File: config.mk
export PLATFORM = sky130hd
export DESIGN_NAME = asrc_host
export DESIGN_NICKNAME = d
export VERILOG_FILES = /design/src/logic/asrc_pkg.sv /design/src/logic/asrc_sync.sv /design/src/logic/asrc_host.sv
export SDC_FILE = /design/constraint.sdc
export NUM_CORES = 1
export LEC_CHECK = 0
export ABC_AREA = 1
export BUFFER_PORTS_ARGS = -buffer_cell sky130_fd_sc_hd__buf_2
export CORE_UTILIZATION = 56
export CTS_CLUSTER_DIAMETER = 120
export CTS_CLUSTER_SIZE = 30
export DETAILED_ROUTE_END_ITERATION = 6
export GPL_ROUTABILITY_DRIVEN = 1
export PLACE_DENSITY = 0.83
export SLEW_MARGIN = 20
export SYNTH_ARGS = -nofsm -noshare
export SYNTH_HDL_FRONTEND = slang
export SYNTH_SLANG_ARGS = --single-unit
File: constraint.sdc
create_clock -name SYS_CLK_I -period 2.5 [get_ports SYS_CLK_I]
set_clock_uncertainty 0.15 [all_clocks]
set_input_delay 0.625 -clock SYS_CLK_I [delete_from_list [all_inputs] [get_ports SYS_CLK_I]]
set_output_delay 0.625 -clock SYS_CLK_I [all_outputs]
set_load 0.05 [all_outputs]
File: src/logic/asrc_pkg.sv
package asrc_pkg;
  localparam int ADDR_W = 17;
  localparam int DATA_W = 8;
  localparam int CLK_NS = 40;
  // timing of the slowest grade
  localparam int T_RC_NS = 120;
  localparam int T_AS_NS = 0;
  localparam int T_WP_NS = 70;
  localparam int T_WR_NS = 5;
  localparam int T_OHZ_NS = 40;
  localparam int T_RC_CYC = (T_RC_NS + CLK_NS - 1) / CLK_NS;
  localparam int T_AS_CYC = (T_AS_NS + CLK_NS - 1) / CLK_NS < 1 ? 1 : (T_AS_NS + CLK_NS - 1) / CLK_NS;
  localparam int T_WP_CYC = (T_WP_NS + CLK_NS - 1) / CLK_NS;
  localparam int T_WR_CYC = (T_WR_NS + CLK_NS - 1) / CLK_NS;
  localparam int T_OHZ_CYC = (T_OHZ_NS + CLK_NS - 1) / CLK_NS;
  localparam int CNT_W = 3;
  typedef enum logic [2:0] {
    ASRC_IDLE  = 3'h0,
    ASRC_RSET  = 3'h1,
    ASRC_RWAIT = 3'h2,
    ASRC_WSET  = 3'h3,
    ASRC_WPUL  = 3'h4,
    ASRC_WREC  = 3'h5,
    ASRC_TURN  = 3'h6,
    ASRC_SLEEP = 3'h7
  } asrc_state_type;
endpackage

File: src/logic/asrc_sync.sv
`timescale 1ns/1ps
module asrc_sync #(
  parameter int W = 8
) (
  input  wire logic         clk_i,
  input  wire logic         rst_n_i,
  input  wire logic         ce_i,
  input  wire logic [W-1:0] d_i,
  output logic      [W-1:0] q_o
);
  typedef struct packed {
    logic [W-1:0] s1;
    logic [W-1:0] s2;
  } asrc_sync_type;
  asrc_sync_type r;
  asrc_sync_type next_r;
  always_comb begin
    next_r = r;
    if (ce_i) begin
      next_r.s1 = d_i;
      next_r.s2 = r.s1;
    end
  end
  always_ff @(posedge clk_i) begin
    if (!rst_n_i) begin
      r <= '0;
    end else begin
      r <= next_r;
    end
  end
  assign q_o = r.s2;
endmodule

File: src/logic/asrc_host.sv
`timescale 1ns/1ps
module asrc_host (
  input  wire logic                        SYS_CLK_I,
  input  wire logic                        RST_N_I,
  input  wire logic                        CE_I,
  input  wire logic                        REQ_I,
  input  wire logic                        WR_I,
  input  wire logic [asrc_pkg::ADDR_W-1:0] ADDR_I,
  input  wire logic [asrc_pkg::DATA_W-1:0] WDATA_I,
  input  wire logic                        SLEEP_I,
  output logic                             READY_O,
  output logic                             DONE_O,
  output logic      [asrc_pkg::DATA_W-1:0] RDATA_O,
  output logic                             RETAIN_OK_O,
  output logic      [asrc_pkg::ADDR_W-1:0] MEM_ADDR_O,
  output logic                             MEM_SEL_N_O,
  output logic                             MEM_SEL_O,
  output logic                             MEM_OE_N_O,
  output logic                             MEM_WE_N_O,
  input  wire logic [asrc_pkg::DATA_W-1:0] MEM_DQ_I,
  output logic      [asrc_pkg::DATA_W-1:0] MEM_DQ_O,
  output logic                             MEM_DQ_OE_O
);
  typedef struct packed {
    asrc_pkg::asrc_state_type    st;
    logic [asrc_pkg::CNT_W-1:0]  cnt;
    logic [asrc_pkg::ADDR_W-1:0] addr;
    logic [asrc_pkg::DATA_W-1:0] wdata;
    logic [asrc_pkg::DATA_W-1:0] rdata;
    logic                        sel;
    logic                        oe;
    logic                        we;
    logic                        dq_oe;
    logic                        done;
    logic                        wake;
  } asrc_host_type;

  asrc_host_type r;
  asrc_host_type next_r;
  logic [asrc_pkg::DATA_W-1:0] dq_sync;

  // data pins are asynchronous to this clock
  asrc_sync #(.W(asrc_pkg::DATA_W)) u_dq_sync (
    .clk_i   (SYS_CLK_I),
    .rst_n_i (RST_N_I),
    .ce_i    (CE_I),
    .d_i     (MEM_DQ_I),
    .q_o     (dq_sync)
  );

  always_comb begin
    next_r      = r;
    next_r.done = 1'b0;
    case (r.st)
      asrc_pkg::ASRC_IDLE: begin
        next_r.sel = 1'b0;
        next_r.oe  = 1'b0;
        next_r.we  = 1'b0;
        if (r.wake) begin
          // recovery wait after supply returns
          if (r.cnt == asrc_pkg::CNT_W'(asrc_pkg::T_RC_CYC - 1)) begin
            next_r.wake = 1'b0;
          end else begin
            next_r.cnt = r.cnt + 1'b1;
          end
        end else if (SLEEP_I) begin
          next_r.st = asrc_pkg::ASRC_SLEEP; // deselected already, zero lead
        end else if (REQ_I) begin
          // address latched only while strobe is high
          next_r.addr  = ADDR_I;
          next_r.wdata = WDATA_I;
          next_r.cnt   = '0;
          next_r.sel   = 1'b1; // both selects together
          next_r.st    = WR_I ? asrc_pkg::ASRC_WSET : asrc_pkg::ASRC_RSET;
        end
      end
      asrc_pkg::ASRC_RSET: begin
        next_r.oe = 1'b1; // memory drives only now
        next_r.st = asrc_pkg::ASRC_RWAIT;
      end
      asrc_pkg::ASRC_RWAIT: begin
        // access time plus two synchroniser stages
        if (r.cnt == asrc_pkg::CNT_W'(asrc_pkg::T_RC_CYC + 1)) begin
          next_r.rdata = dq_sync;
          next_r.done  = 1'b1;
          next_r.oe    = 1'b0;
          next_r.sel   = 1'b0; // deselect floats the bus
          next_r.cnt   = '0;
          next_r.st    = asrc_pkg::ASRC_TURN;
        end else begin
          next_r.cnt = r.cnt + 1'b1;
        end
      end
      asrc_pkg::ASRC_WSET: begin
        // output enable held off; host drives dq
        next_r.dq_oe = 1'b1;
        next_r.we    = 1'b1; // strobe falls after select settles
        next_r.cnt   = '0;
        next_r.st    = asrc_pkg::ASRC_WPUL;
      end
      asrc_pkg::ASRC_WPUL: begin
        if (r.cnt == asrc_pkg::CNT_W'(asrc_pkg::T_WP_CYC - 1)) begin
          next_r.we  = 1'b0; // strobe rise ends the write
          next_r.cnt = '0;
          next_r.st  = asrc_pkg::ASRC_WREC;
        end else begin
          next_r.cnt = r.cnt + 1'b1;
        end
      end
      asrc_pkg::ASRC_WREC: begin
        // data held one cycle past the ending edge
        next_r.dq_oe = 1'b0;
        next_r.sel   = 1'b0;
        next_r.done  = 1'b1;
        next_r.cnt   = '0;
        next_r.st    = asrc_pkg::ASRC_TURN;
      end
      asrc_pkg::ASRC_TURN: begin
        // bus release time before the next access
        if (r.cnt == asrc_pkg::CNT_W'(asrc_pkg::T_OHZ_CYC - 1)) begin
          next_r.cnt = '0;
          next_r.st  = asrc_pkg::ASRC_IDLE;
        end else begin
          next_r.cnt = r.cnt + 1'b1;
        end
      end
      asrc_pkg::ASRC_SLEEP: begin
        if (!SLEEP_I) begin
          next_r.wake = 1'b1;
          next_r.cnt  = '0;
          next_r.st   = asrc_pkg::ASRC_IDLE;
        end
      end
      default: begin
        next_r.st = asrc_pkg::ASRC_IDLE;
      end
    endcase
    if (!CE_I) begin
      next_r = r;
    end
  end

  always_ff @(posedge SYS_CLK_I) begin
    if (!RST_N_I) begin
      r <= '0;
    end else begin
      r <= next_r;
    end
  end

  assign READY_O     = (r.st == asrc_pkg::ASRC_IDLE) && !r.wake && !SLEEP_I;
  assign DONE_O      = r.done;
  assign RDATA_O     = r.rdata;
  assign RETAIN_OK_O = (r.st == asrc_pkg::ASRC_SLEEP);
  assign MEM_ADDR_O  = r.addr;
  assign MEM_SEL_N_O = !r.sel;
  assign MEM_SEL_O   = r.sel;
  assign MEM_OE_N_O  = !r.oe;
  assign MEM_WE_N_O  = !r.we;
  assign MEM_DQ_O    = r.wdata;
  assign MEM_DQ_OE_O = r.dq_oe;

  addr_stable_a: assert property (@(posedge SYS_CLK_I) disable iff (!RST_N_I)
    !$stable(MEM_ADDR_O) |-> $past(MEM_WE_N_O) && MEM_WE_N_O)
    else $error("address moved during write strobe");
  no_contend_a: assert property (@(posedge SYS_CLK_I) disable iff (!RST_N_I)
    !(MEM_DQ_OE_O && !MEM_OE_N_O))
    else $error("host drives while memory output enabled");
  sel_pair_a: assert property (@(posedge SYS_CLK_I) disable iff (!RST_N_I)
    (MEM_SEL_O != MEM_SEL_N_O) && (MEM_SEL_O || (MEM_WE_N_O && MEM_OE_N_O)))
    else $error("selects disagree or strobe while deselected");
  we_needs_sel_a: assert property (@(posedge SYS_CLK_I) disable iff (!RST_N_I)
    $fell(MEM_WE_N_O) |-> $past(MEM_SEL_O) && MEM_DQ_OE_O)
    else $error("strobe fell without prior select");
  pulse_width_a: assert property (@(posedge SYS_CLK_I) disable iff (!RST_N_I || !CE_I)
    $fell(MEM_WE_N_O) |-> !MEM_WE_N_O [*2] ##1 MEM_WE_N_O)
    else $error("write pulse not two cycles");
  data_hold_a: assert property (@(posedge SYS_CLK_I) disable iff (!RST_N_I)
    $rose(MEM_WE_N_O) |-> MEM_DQ_OE_O && $stable(MEM_DQ_O))
    else $error("write data not held at strobe rise");
  sleep_desel_a: assert property (@(posedge SYS_CLK_I) disable iff (!RST_N_I)
    RETAIN_OK_O |-> !MEM_SEL_O && MEM_WE_N_O)
    else $error("selected during retention");
  read_done_a: assert property (@(posedge SYS_CLK_I) disable iff (!RST_N_I || !CE_I)
    $rose(MEM_SEL_O) && MEM_WE_N_O ##1 !MEM_OE_N_O |-> ##[1:8] DONE_O)
    else $error("read did not complete");
  // sequencing of the memory pins and the host handshake across accesses
  oe_off_write_a: assert property (@(posedge SYS_CLK_I) disable iff (!RST_N_I)
    !MEM_WE_N_O |-> MEM_OE_N_O)
    else $error("output enable active during write");
  read_oe_a: assert property (@(posedge SYS_CLK_I) disable iff (!RST_N_I)
    !MEM_OE_N_O |-> MEM_SEL_O && MEM_WE_N_O && !MEM_DQ_OE_O)
    else $error("output enable outside a read");
  write_drive_a: assert property (@(posedge SYS_CLK_I) disable iff (!RST_N_I)
    !MEM_WE_N_O |-> MEM_DQ_OE_O && MEM_SEL_O)
    else $error("write strobe without data or select");
  wdata_steady_a: assert property (@(posedge SYS_CLK_I) disable iff (!RST_N_I)
    MEM_DQ_OE_O |-> $stable(MEM_DQ_O))
    else $error("write data moved while driven");
  addr_steady_a: assert property (@(posedge SYS_CLK_I) disable iff (!RST_N_I)
    MEM_SEL_O && $past(MEM_SEL_O) |-> $stable(MEM_ADDR_O))
    else $error("address moved while selected");
  ready_quiet_a: assert property (@(posedge SYS_CLK_I) disable iff (!RST_N_I)
    READY_O |-> !MEM_SEL_O && MEM_WE_N_O && MEM_OE_N_O && !MEM_DQ_OE_O)
    else $error("ready while memory pins busy");
  wake_wait_a: assert property (@(posedge SYS_CLK_I) disable iff (!RST_N_I)
    $fell(RETAIN_OK_O) |-> !READY_O [*3])
    else $error("access allowed before recovery time");
  retain_quiet_a: assert property (@(posedge SYS_CLK_I) disable iff (!RST_N_I)
    RETAIN_OK_O |-> MEM_OE_N_O && !MEM_DQ_OE_O)
    else $error("pins active during retention");
  write_done_a: assert property (@(posedge SYS_CLK_I) disable iff (!RST_N_I || !CE_I)
    $fell(MEM_WE_N_O) |-> ##3 DONE_O)
    else $error("write did not complete in time");
  read_end_a: assert property (@(posedge SYS_CLK_I) disable iff (!RST_N_I)
    $rose(MEM_OE_N_O) |-> !MEM_SEL_O && DONE_O)
    else $error("read end without deselect");
  turn_gap_a: assert property (@(posedge SYS_CLK_I) disable iff (!RST_N_I)
    $fell(MEM_SEL_O) |=> !MEM_SEL_O)
    else $error("no turnaround between accesses");
  rdata_load_a: assert property (@(posedge SYS_CLK_I) disable iff (!RST_N_I)
    !$stable(RDATA_O) |-> DONE_O)
    else $error("read data changed outside read end");
endmodule

== Yosys cells after proc, flatten, opt, wreduce, memory -nomap -nowiden ==
Index checks and enable logic that the tools add are counted.
Storage, ports and cells
  register bits: 61
  bits in latches: 0
  bits in writable memories: 0
  ROM bits: 0
  input port bits: 39
  output and inout port bits: 41
  logic and storage cells: 91
  memories: 0
Operators by class
  add/sub/neg operators: 1
  multiply operators: 0
  div/mod/pow operators: 0
  order comparisons: 0
  eq/ne operators: 19
  shifts and indexed selects: 0
  muxes and demuxes: 31
  bitwise operators: 2
  reduce and logical (&&, ||, !) cells: 25
Operators with widths (count)
  two-way mux 31 bit: 1
  two-way mux 3 bit: 10
  two-way mux 28 bit: 1
  case mux 3 bit (8 select lines): 1
  case mux 3 bit (6 select lines): 1
  == test 3 bit, second input constant: 5
  AND reduction 3 bit: 5
  != test 3 bit, second input constant: 4
  != test 2 bit, second input constant: 5
  == test 3 x 2 -> 1 bit, second input constant: 3
  case mux 1 bit (3 select lines): 3
  nonzero test 3 bit: 3
  two-way mux 1 bit: 8
  AND reduction 7 bit: 1
  == test 3 x 1 -> 1 bit, second input constant: 2
  logical NOT 3 bit: 2
  two-way mux 6 bit: 1
  case mux 1 bit (2 select lines): 3
  AND reduction 6 bit: 1
  nonzero test 6 bit: 1
  logical NOT 1 bit: 5
  AND reduction 5 bit: 1
  two-way mux 2 bit: 2
  nonzero test 2 bit: 2
  other kinds (5): 7

== Longest topological paths before layout ==
Gate-level depths: netlist (run 1).
  depth after elaboration: 5
  mapped depth: 10
  depth with buffers taken out: 10

== Modules after synthesis ==
Synthesis (run 1) repeated with hierarchy kept, for this count alone.
Second synthesis, totals
  cell total of the unflattened synthesis: 430
  area, all modules: 2999.1 µm²
Modules (own cells, without submodules)
  asrc_host: times used 1, cells an instance 321, area each 2264.7 µm², seq. area each 900.9 µm²
  asrc_sync: times used 1, cells an instance 109, area each 734.5 µm², seq. area each 320.3 µm²

== Least setup slack after synthesis (run 1) ==
Ideal clock, no wire load.
  path type: register -> output
  start: reg r[43] (netlist bit)
  end: out READY_O
  arrival: 1729 ps
  required time: 1725 ps
  slack: -4 ps
  stages on the path, launching flop included: 5
  buffers on the path: 1
  cell sequence: dfxtp_1 -> buf_6 -> nor2_4 -> nand2_4 -> nor3_1
On the way
  longest elaborated chain between the ends: 3
RTL lines
  from (decl): RTL line asrc_host.sv:38  | asrc_host_type r;
  from (signal assigned): RTL line asrc_host.sv:147  | r <= next_r;
  logical NOT 3 bit: RTL line asrc_host.sv:151  | assign READY_O = (r.st == asrc_pkg::ASRC_IDLE) && !r.wake && !SLEEP_I;
  logical AND 1 bit (2 in series): RTL line asrc_host.sv:151
  to (decl): RTL line asrc_host.sv:11  | output logic READY_O,
Every way passes these cells.

== Final worst setup path (run 1) ==
  start: reg r[44] (netlist bit)
  end: out RETAIN_OK_O
On the way
  longest elaborated chain between the ends: 1
RTL lines
  == test 3 bit: RTL line asrc_host.sv:154  | assign RETAIN_OK_O = (r.st == asrc_pkg::ASRC_SLEEP);
  to (decl): RTL line asrc_host.sv:14  | output logic RETAIN_OK_O,
Every way passes these cells.

==> results of run 1 <==
-- worst paths after layout --
kind	start	to	slack, ns	cells past startpoint
hold reg to reg	r[4]	r[4]	0.32	2
hold / removal	r[4]	r[4]	0.32	2
setup / recovery	r[44]	RETAIN_OK_O	0.16	3
setup reg to reg	r[39]	r[44]	0.67	8
-- metal layers --
metal | vias to the layer above | track usage, % | share of wire, %
li1 | 1324 | - | -
met1 | 1154 | 28.5 | 44
met2 | 85 | 38.4 | 48
met3 | 11 | 5.62 | 6.2
met4 | 0 | 12.0 | 1.8
met5 | - | 0 | 0
-- registers in the layout (all words and copies together) (netlist names) --
signal / count
RDATA_O: 8
MEM_DQ_O: 8
u_dq_sync.r: 8
u_dq_sync.q_o: 8
MEM_ADDR_O: 17
MEM_DQ_OE_O: 1
MEM_SEL_O: 1
DONE_O: 1
r: 9
-- cell usage in the layout, fill, tap and decap left out --
| cell type | n |
|---|---|
| sky130_fd_sc_hd__inv_2 | 2 |
| sky130_fd_sc_hd__nand2_1 | 36 |
| sky130_fd_sc_hd__nor2_4 | 1 |
| sky130_fd_sc_hd__or2_2 | 1 |
| sky130_fd_sc_hd__nand2_2 | 1 |
| sky130_fd_sc_hd__a21oi_1 | 13 |
| sky130_fd_sc_hd__clkinvlp_4 | 1 |
| sky130_fd_sc_hd__nor2_1 | 117 |
| sky130_fd_sc_hd__nor3_1 | 1 |
| sky130_fd_sc_hd__buf_2 | 79 |
| sky130_fd_sc_hd__clkbuf_1 | 2 |
| sky130_fd_sc_hd__nand2_4 | 1 |
| sky130_fd_sc_hd__dfxtp_1 | 61 |
| sky130_fd_sc_hd__clkinv_2 | 2 |
| sky130_fd_sc_hd__ha_1 | 4 |
| sky130_fd_sc_hd__nand3_1 | 17 |
| sky130_fd_sc_hd__buf_4 | 6 |
| sky130_fd_sc_hd__bufinv_16 | 1 |
| sky130_fd_sc_hd__xnor2_1 | 1 |
| sky130_fd_sc_hd__nand4_1 | 5 |
| sky130_fd_sc_hd__inv_1 | 19 |
| sky130_fd_sc_hd__nor3_4 | 1 |
| sky130_fd_sc_hd__clkbuf_8 | 10 |
| sky130_fd_sc_hd__o21ai_0 | 62 |
| sky130_fd_sc_hd__nor3_2 | 3 |
-- cells by family (layout without fill, tap and decap cells) --
| group | after synthesis | in the layout | synth area share [%] |
|---|---|---|---|
| AND/OR/NAND/NOR | 184 | 184 | 27.2 |
| adder cells (fa/ha/maj) | 4 | 4 | 1.76 |
| XOR/XNOR | 1 | 1 | 0.308 |
| flip-flops | 61 | 61 | 43.0 |
| buffers and inverters | 71 | 122 | 14.6 |
| AO/OA/AOI/OAI | 75 | 75 | 13.2 |
-- worst max-delay path: stages (launching register included) --
cell and delay [ns]:
sky130_fd_sc_hd__dfxtp_1 0.58, sky130_fd_sc_hd__nand3_1 0.27, sky130_fd_sc_hd__inv_1 0.12, sky130_fd_sc_hd__buf_2 0.26
-- report_power, final --
| group | total, W | switching, W | internal (W) |
|---|---|---|---|
| registers | 0.00121 | 0.000117 | 0.00109 |
| clock network | 0.000855 | 0.000370 | 0.000485 |
| logic | 0.00108 | 0.000766 | 0.000312 |
-- final cells by class --
class | instances | area, um2 | area share [%]
Multi-Input combinational cell | 264 | 1210 | 37.5
Clock inverter | 4 | 47.5 | 1.47
Timing Repair Buffer | 85 | 440 | 13.6
Tap cell | 67 | 83.8 | 2.60
Inverter | 21 | 78.8 | 2.44
Clock buffer | 12 | 145 | 4.50
Sequential cell | 61 | 1220 | 37.8
-- per-stage QoR --
step	power, W	std cells	cell area [um2]	setup WS, ns	util, %
2_1_floorplan	0.00215	396	2850	0.431	-
3_3_place_gp	0.00227	498	3040	0.562	63.0
3_5_place_dp	0.00230	498	3040	0.541	63.0
4_1_cts	0.00316	514	3230	0.186	67.0
5_1_grt	0.00333	514	3230	0.106	67.0
6_report	0.00314	514	3230	0.163	67.0
==> flow_metrics.py, run 1 <==
metrics = {
    "floorplan": {
        "dieWidth_um": 73.3,
        "io_pins": 80,
        "num_rows": 25,
        "die_height_um": 73.3,
        "initial_utilization_pct": 59.0,
        "dieArea_um2": 5370,
        "coreArea_um2": 4820,
    },
    "clocking": {
        "clock_latency_ns": 0.33,
        "tritoncts_num_sinks": 61,
        "post_cts_resized": 0,
        "cts_buffer_depth": 2,
        "cts_buffers": 9,
        "cts_hold_buffers": 0,
        "clkTransAtPathRegs_ns": 0.07,
        "cts_tree": "built",
        "root_buffer": "sky130_fd_sc_hd__clkbuf_8",
        "post_cts.repair.setup_buffers": 0,
        "h_tree_depth": 3,
    },
    "place": {
        "place.gp.congestion": 0.937,
        "dp_hpwl_um": 4100,
        "numPortBuffers": 79,
    },
    "timing": {
        "final_hold_viol_count": 0,
        "final_period_minus_worst_setup_slack_ns": 2.34,
        "grt_setup_unrepaired": "false",
        "timing_max_transition_violations_final": 0,
        "achievable-frequency_mhz": 428,
        "layout_worst_path_cycle_share_pct": 93.5,
        "setup_tns_final_ns": 0,
        "hold_slack_ns": 0.319,
        "worst_max_slew_margin_expressed_relative_to_the_limit_pct": 71.5,
        "worst_slew_pin_slew_ns": 0.427,
        "setup_viol": 0,
    },
    "finish": {
        "nets": 485,
        "layout-drive-gt1-share_pct": 24.4,
        "num_antenna_cells": 0,
        "fillCellCount": 452,
        "growth_of_design_area_from_synthesis_to_finish_pct": 13.6,
    },
    "synth": {
        "synth_async_sr_flop_share_pct": 0,
        "synth-seq-area-share_pct": 43.0,
        "synth_area_leader_cell": "sky130_fd_sc_hd__dfxtp_1",
        "yosys.cell_count.top_type": "sky130_fd_sc_hd__nor2_1",
        "synth_warnings": 0,
        "synth.ff_latch_count": 61,
        "postSynth.topFlopCell": "sky130_fd_sc_hd__dfxtp_1",
        "synth_cell_types": 23,
        "synth_edf_count": 0,
        "synthesis.area_per_instance_um2": 7.18,
        "synth_nets": 439,
        "yosysTopAreaCellShare_pct": 43.0,
        "synthCells": 396,
        "synth_commonest_cells": "sky130_fd_sc_hd__nor2_1, sky130_fd_sc_hd__o21ai_0, sky130_fd_sc_hd__dfxtp_1",
        "synthTopCellsByArea": "sky130_fd_sc_hd__dfxtp_1, sky130_fd_sc_hd__nor2_1, sky130_fd_sc_hd__o21ai_0",
        "synth.cell_area_um2": 2840,
    },
    "drt": {
        "detail_route.wirelength_um": 5960,
        "detail_route.drc_violations": 0,
        "drt-vias-per-instance": 5.01,
        "ant_nets": 0,
        "detail_route.iter0.violations": 192,
        "drt-pass1-iter-count": 4,
        "route.vias.total": 2574,
        "routed_length_per_placed_instance_um": 11.6,
    },
    "worst_setup_path": {
        "critPathRequiredTime_ns": 1.73,
        "timing.critical_path.to_type": "primary output",
        "worstSetupPathType": "flop to primary output",
        "cp_data_arrival_time_ns": 1.56,
        "path_max_fanout": 12,
        "worstSetupStartpointType": "flop",
    },
    "worst_hold_path": {
        "min-delay-path-class": "flop to flop",
    },
    "global_routing": {
        "grt.overflow.total": 0,
        "antenna_found_initial": 0,
        "grt_pass1_wl_um": 9670,
        "grt_max_degree": 27,
        "grtUsageTotal_pct": 23.4,
        "number_of_global_route_vias_before_repair": 2276,
    },
    "power": {
        "peakVddDrop_mv": 0.453,
        "powerDensity_nw_per_um2": 973,
        "power.static_leakage_nw": 1.66,
    },
    "flow_run": {
        "cap_violations": 0,
    },
    "status": {
        "status": "finished, final reports clean",
    },
}
(Power assumes the default switching activity.)
==> run 2, diff against run 1 <==
--- a/config.mk
+++ b/config.mk
@@ -7,6 +7,7 @@
 export LEC_CHECK = 0
 export ABC_AREA = 1
 export BUFFER_PORTS_ARGS = -buffer_cell sky130_fd_sc_hd__buf_2
+export CORE_ASPECT_RATIO = 1.1
 export CORE_UTILIZATION = 56
 export CTS_CLUSTER_DIAMETER = 120
 export CTS_CLUSTER_SIZE = 30
==> flow_metrics.py, run 2 (synthesized netlist as in run 1, its figures left out) <==
metrics = {
    "timing": {
        "setup_viol": 0,
        "timing_max_transition_violations_final": 0,
        "worst_slew_pin_slew_ns": 0.416,
        "setup_tns_final_ns": 0,
        "grt_setup_unrepaired": "false",
        "layout_setup_ws_ns": 0.202,
        "layout_worst_path_cycle_share_pct": 91.9,
        "achievable-frequency_mhz": 435,
        "worst_max_slew_margin_expressed_relative_to_the_limit_pct": 72.2,
        "final_period_minus_worst_setup_slack_ns": 2.30,
        "final_hold_viol_count": 0,
    },
    "floorplan": {
        "die_height_um": 76.7,
        "initial_utilization_pct": 59.9,
        "dieWidth_um": 69.9,
        "dieArea_um2": 5370,
        "io_pins": 80,
        "coreArea_um2": 4750,
        "num_rows": 26,
    },
    "worst_hold_path": {
        "min-delay-path-class": "flop to flop",
        "hold-path-cell-count": 2,
        "hp_start": "r[4]",
        "hold_path_end": "r[4]",
    },
    "global_routing": {
        "grt.overflow.total": 0,
        "grtUsageTotal_pct": 24.0,
        "antenna_found_initial": 0,
        "number_of_global_route_vias_before_repair": 2344,
        "grt_pass1_wl_um": 10300,
        "grt_max_degree": 27,
    },
    "drt": {
        "detail_route.iter0.violations": 172,
        "detail_route.wirelength_um": 5980,
        "routed_length_per_placed_instance_um": 11.9,
        "drt-pass1-iter-count": 4,
        "ant_nets": 0,
        "detail_route.drc_violations": 0,
        "drt-vias-per-instance": 5.04,
        "route.vias.total": 2524,
    },
    "finish": {
        "most-common-layout-cells": "sky130_fd_sc_hd__nor2_1, sky130_fd_sc_hd__buf_2, sky130_fd_sc_hd__o21ai_0, sky130_fd_sc_hd__dfxtp_1, sky130_fd_sc_hd__nand2_1",
        "layout-drive-gt1-share_pct": 24.0,
        "layout.cells.most_common": "sky130_fd_sc_hd__nor2_1",
        "finalNonFillerCells": 501,
        "num_antenna_cells": 0,
        "nets": 485,
        "growth_of_design_area_from_synthesis_to_finish_pct": 12.6,
        "flip_flop_count_of_the_largest_register_all_copies_and_words_added": 17,
    },
    "worst_setup_path": {
        "worstSetupStartpointType": "flop",
        "worst_r2r_path_depth": 6,
        "path_max_fanout": 12,
        "r2r-end": "MEM_ADDR_O[2]",
        "regToRegStartpoint": "r[43]",
        "timing.critical_path.to_type": "primary output",
        "r2r_slack_ns": 0.55,
        "worstSetupPathType": "flop to primary output",
        "critPathRequiredTime_ns": 1.73,
        "cp_data_arrival_time_ns": 1.52,
    },
    "power": {
        "powerDensity_nw_per_um2": 972,
        "power.static_leakage_nw": 1.65,
        "peakVddDrop_mv": 0.446,
    },
    "clocking": {
        "cts_hold_buffers": 0,
        "clock_latency_ns": 0.33,
        "tritoncts_num_sinks": 61,
        "h_tree_depth": 3,
        "cts_buffer_depth": 2,
        "cts_buffers": 9,
        "root_buffer": "sky130_fd_sc_hd__clkbuf_8",
        "cts_tree": "built",
        "post_cts_resized": 0,
        "post_cts.repair.setup_buffers": 0,
        "clkTransAtPathRegs_ns": 0.06,
    },
    "place": {
        "numPortBuffers": 79,
        "place.gp.congestion": 0.877,
        "dp_hpwl_um": 4180,
        "placed_cells_incl_taps": 487,
        "dpl_worst_slack_ns": 0.393,
    },
    "flow_run": {
        "cap_violations": 0,
    },
    "status": {
        "status": "finished, final reports clean",
    },
}
==> run 2: per-layer routing <==
layer | GRT usage [%] | part of all wire, %
met4 | 9.80 | 1.4
met2 | 40.1 | 49
met5 | 0 | 0
met3 | 6.83 | 6.1
met1 | 29.0 | 43
==> run 2: worst max-delay path, cell delays in order, from the launching register on <==
cell,delay (ns)
sky130_fd_sc_hd__dfxtp_1,0.57
sky130_fd_sc_hd__nand3_1,0.26
sky130_fd_sc_hd__inv_1,0.10
sky130_fd_sc_hd__buf_2,0.26
==> run 2: through the flow <==
stage / hold slack (ns) / total power [W] / util (%) / instance area [um2]
6_report: 0.315 / 0.00311 / 67.4 / 3200
5_1_grt: 0.348 / 0.00332 / 67.4 / 3200
4_1_cts: 0.321 / 0.00313 / 67.4 / 3200
3_5_place_dp: 0.310 / 0.00230 / 63.6 / 3020
3_3_place_gp: 0.287 / 0.00228 / 63.6 / 3020
2_1_floorplan: 0.299 / 0.00215 / - / 2850
==> run 2: final cells by class <==
cell class | count | area (um2)
timing repair buffer | 85 | 440
fill | 437 | 1550
sequential | 61 | 1220
tap | 56 | 70.1
multi-input combinational | 264 | 1210
clock buffer | 12 | 145
clock inverter | 2 | 35.0
inverter | 21 | 78.8
==> run 2: power by group <==
part	switching (W)	internal, W	total (W)
Sequential	0.000117	0.00109	0.00121
Clock	0.000345	0.000476	0.000821
Combinational	0.000768	0.000313	0.00108
==> run 2: how the worst max path moves through the flow <==
stage | from | end | slack [ns] | cells past startpoint
2_1_floorplan | r[43] | READY_O | 0.43 | 4
3_3_place_gp | SLEEP_I | MEM_ADDR_O[1] | 0.43 | 7
3_5_place_dp | SLEEP_I | MEM_ADDR_O[2] | 0.39 | 7
4_1_cts | r[44] | RETAIN_OK_O | 0.19 | 3
5_1_grt | r[44] | RETAIN_OK_O | 0.09 | 3
6_report | r[44] | RETAIN_OK_O | 0.20 | 3
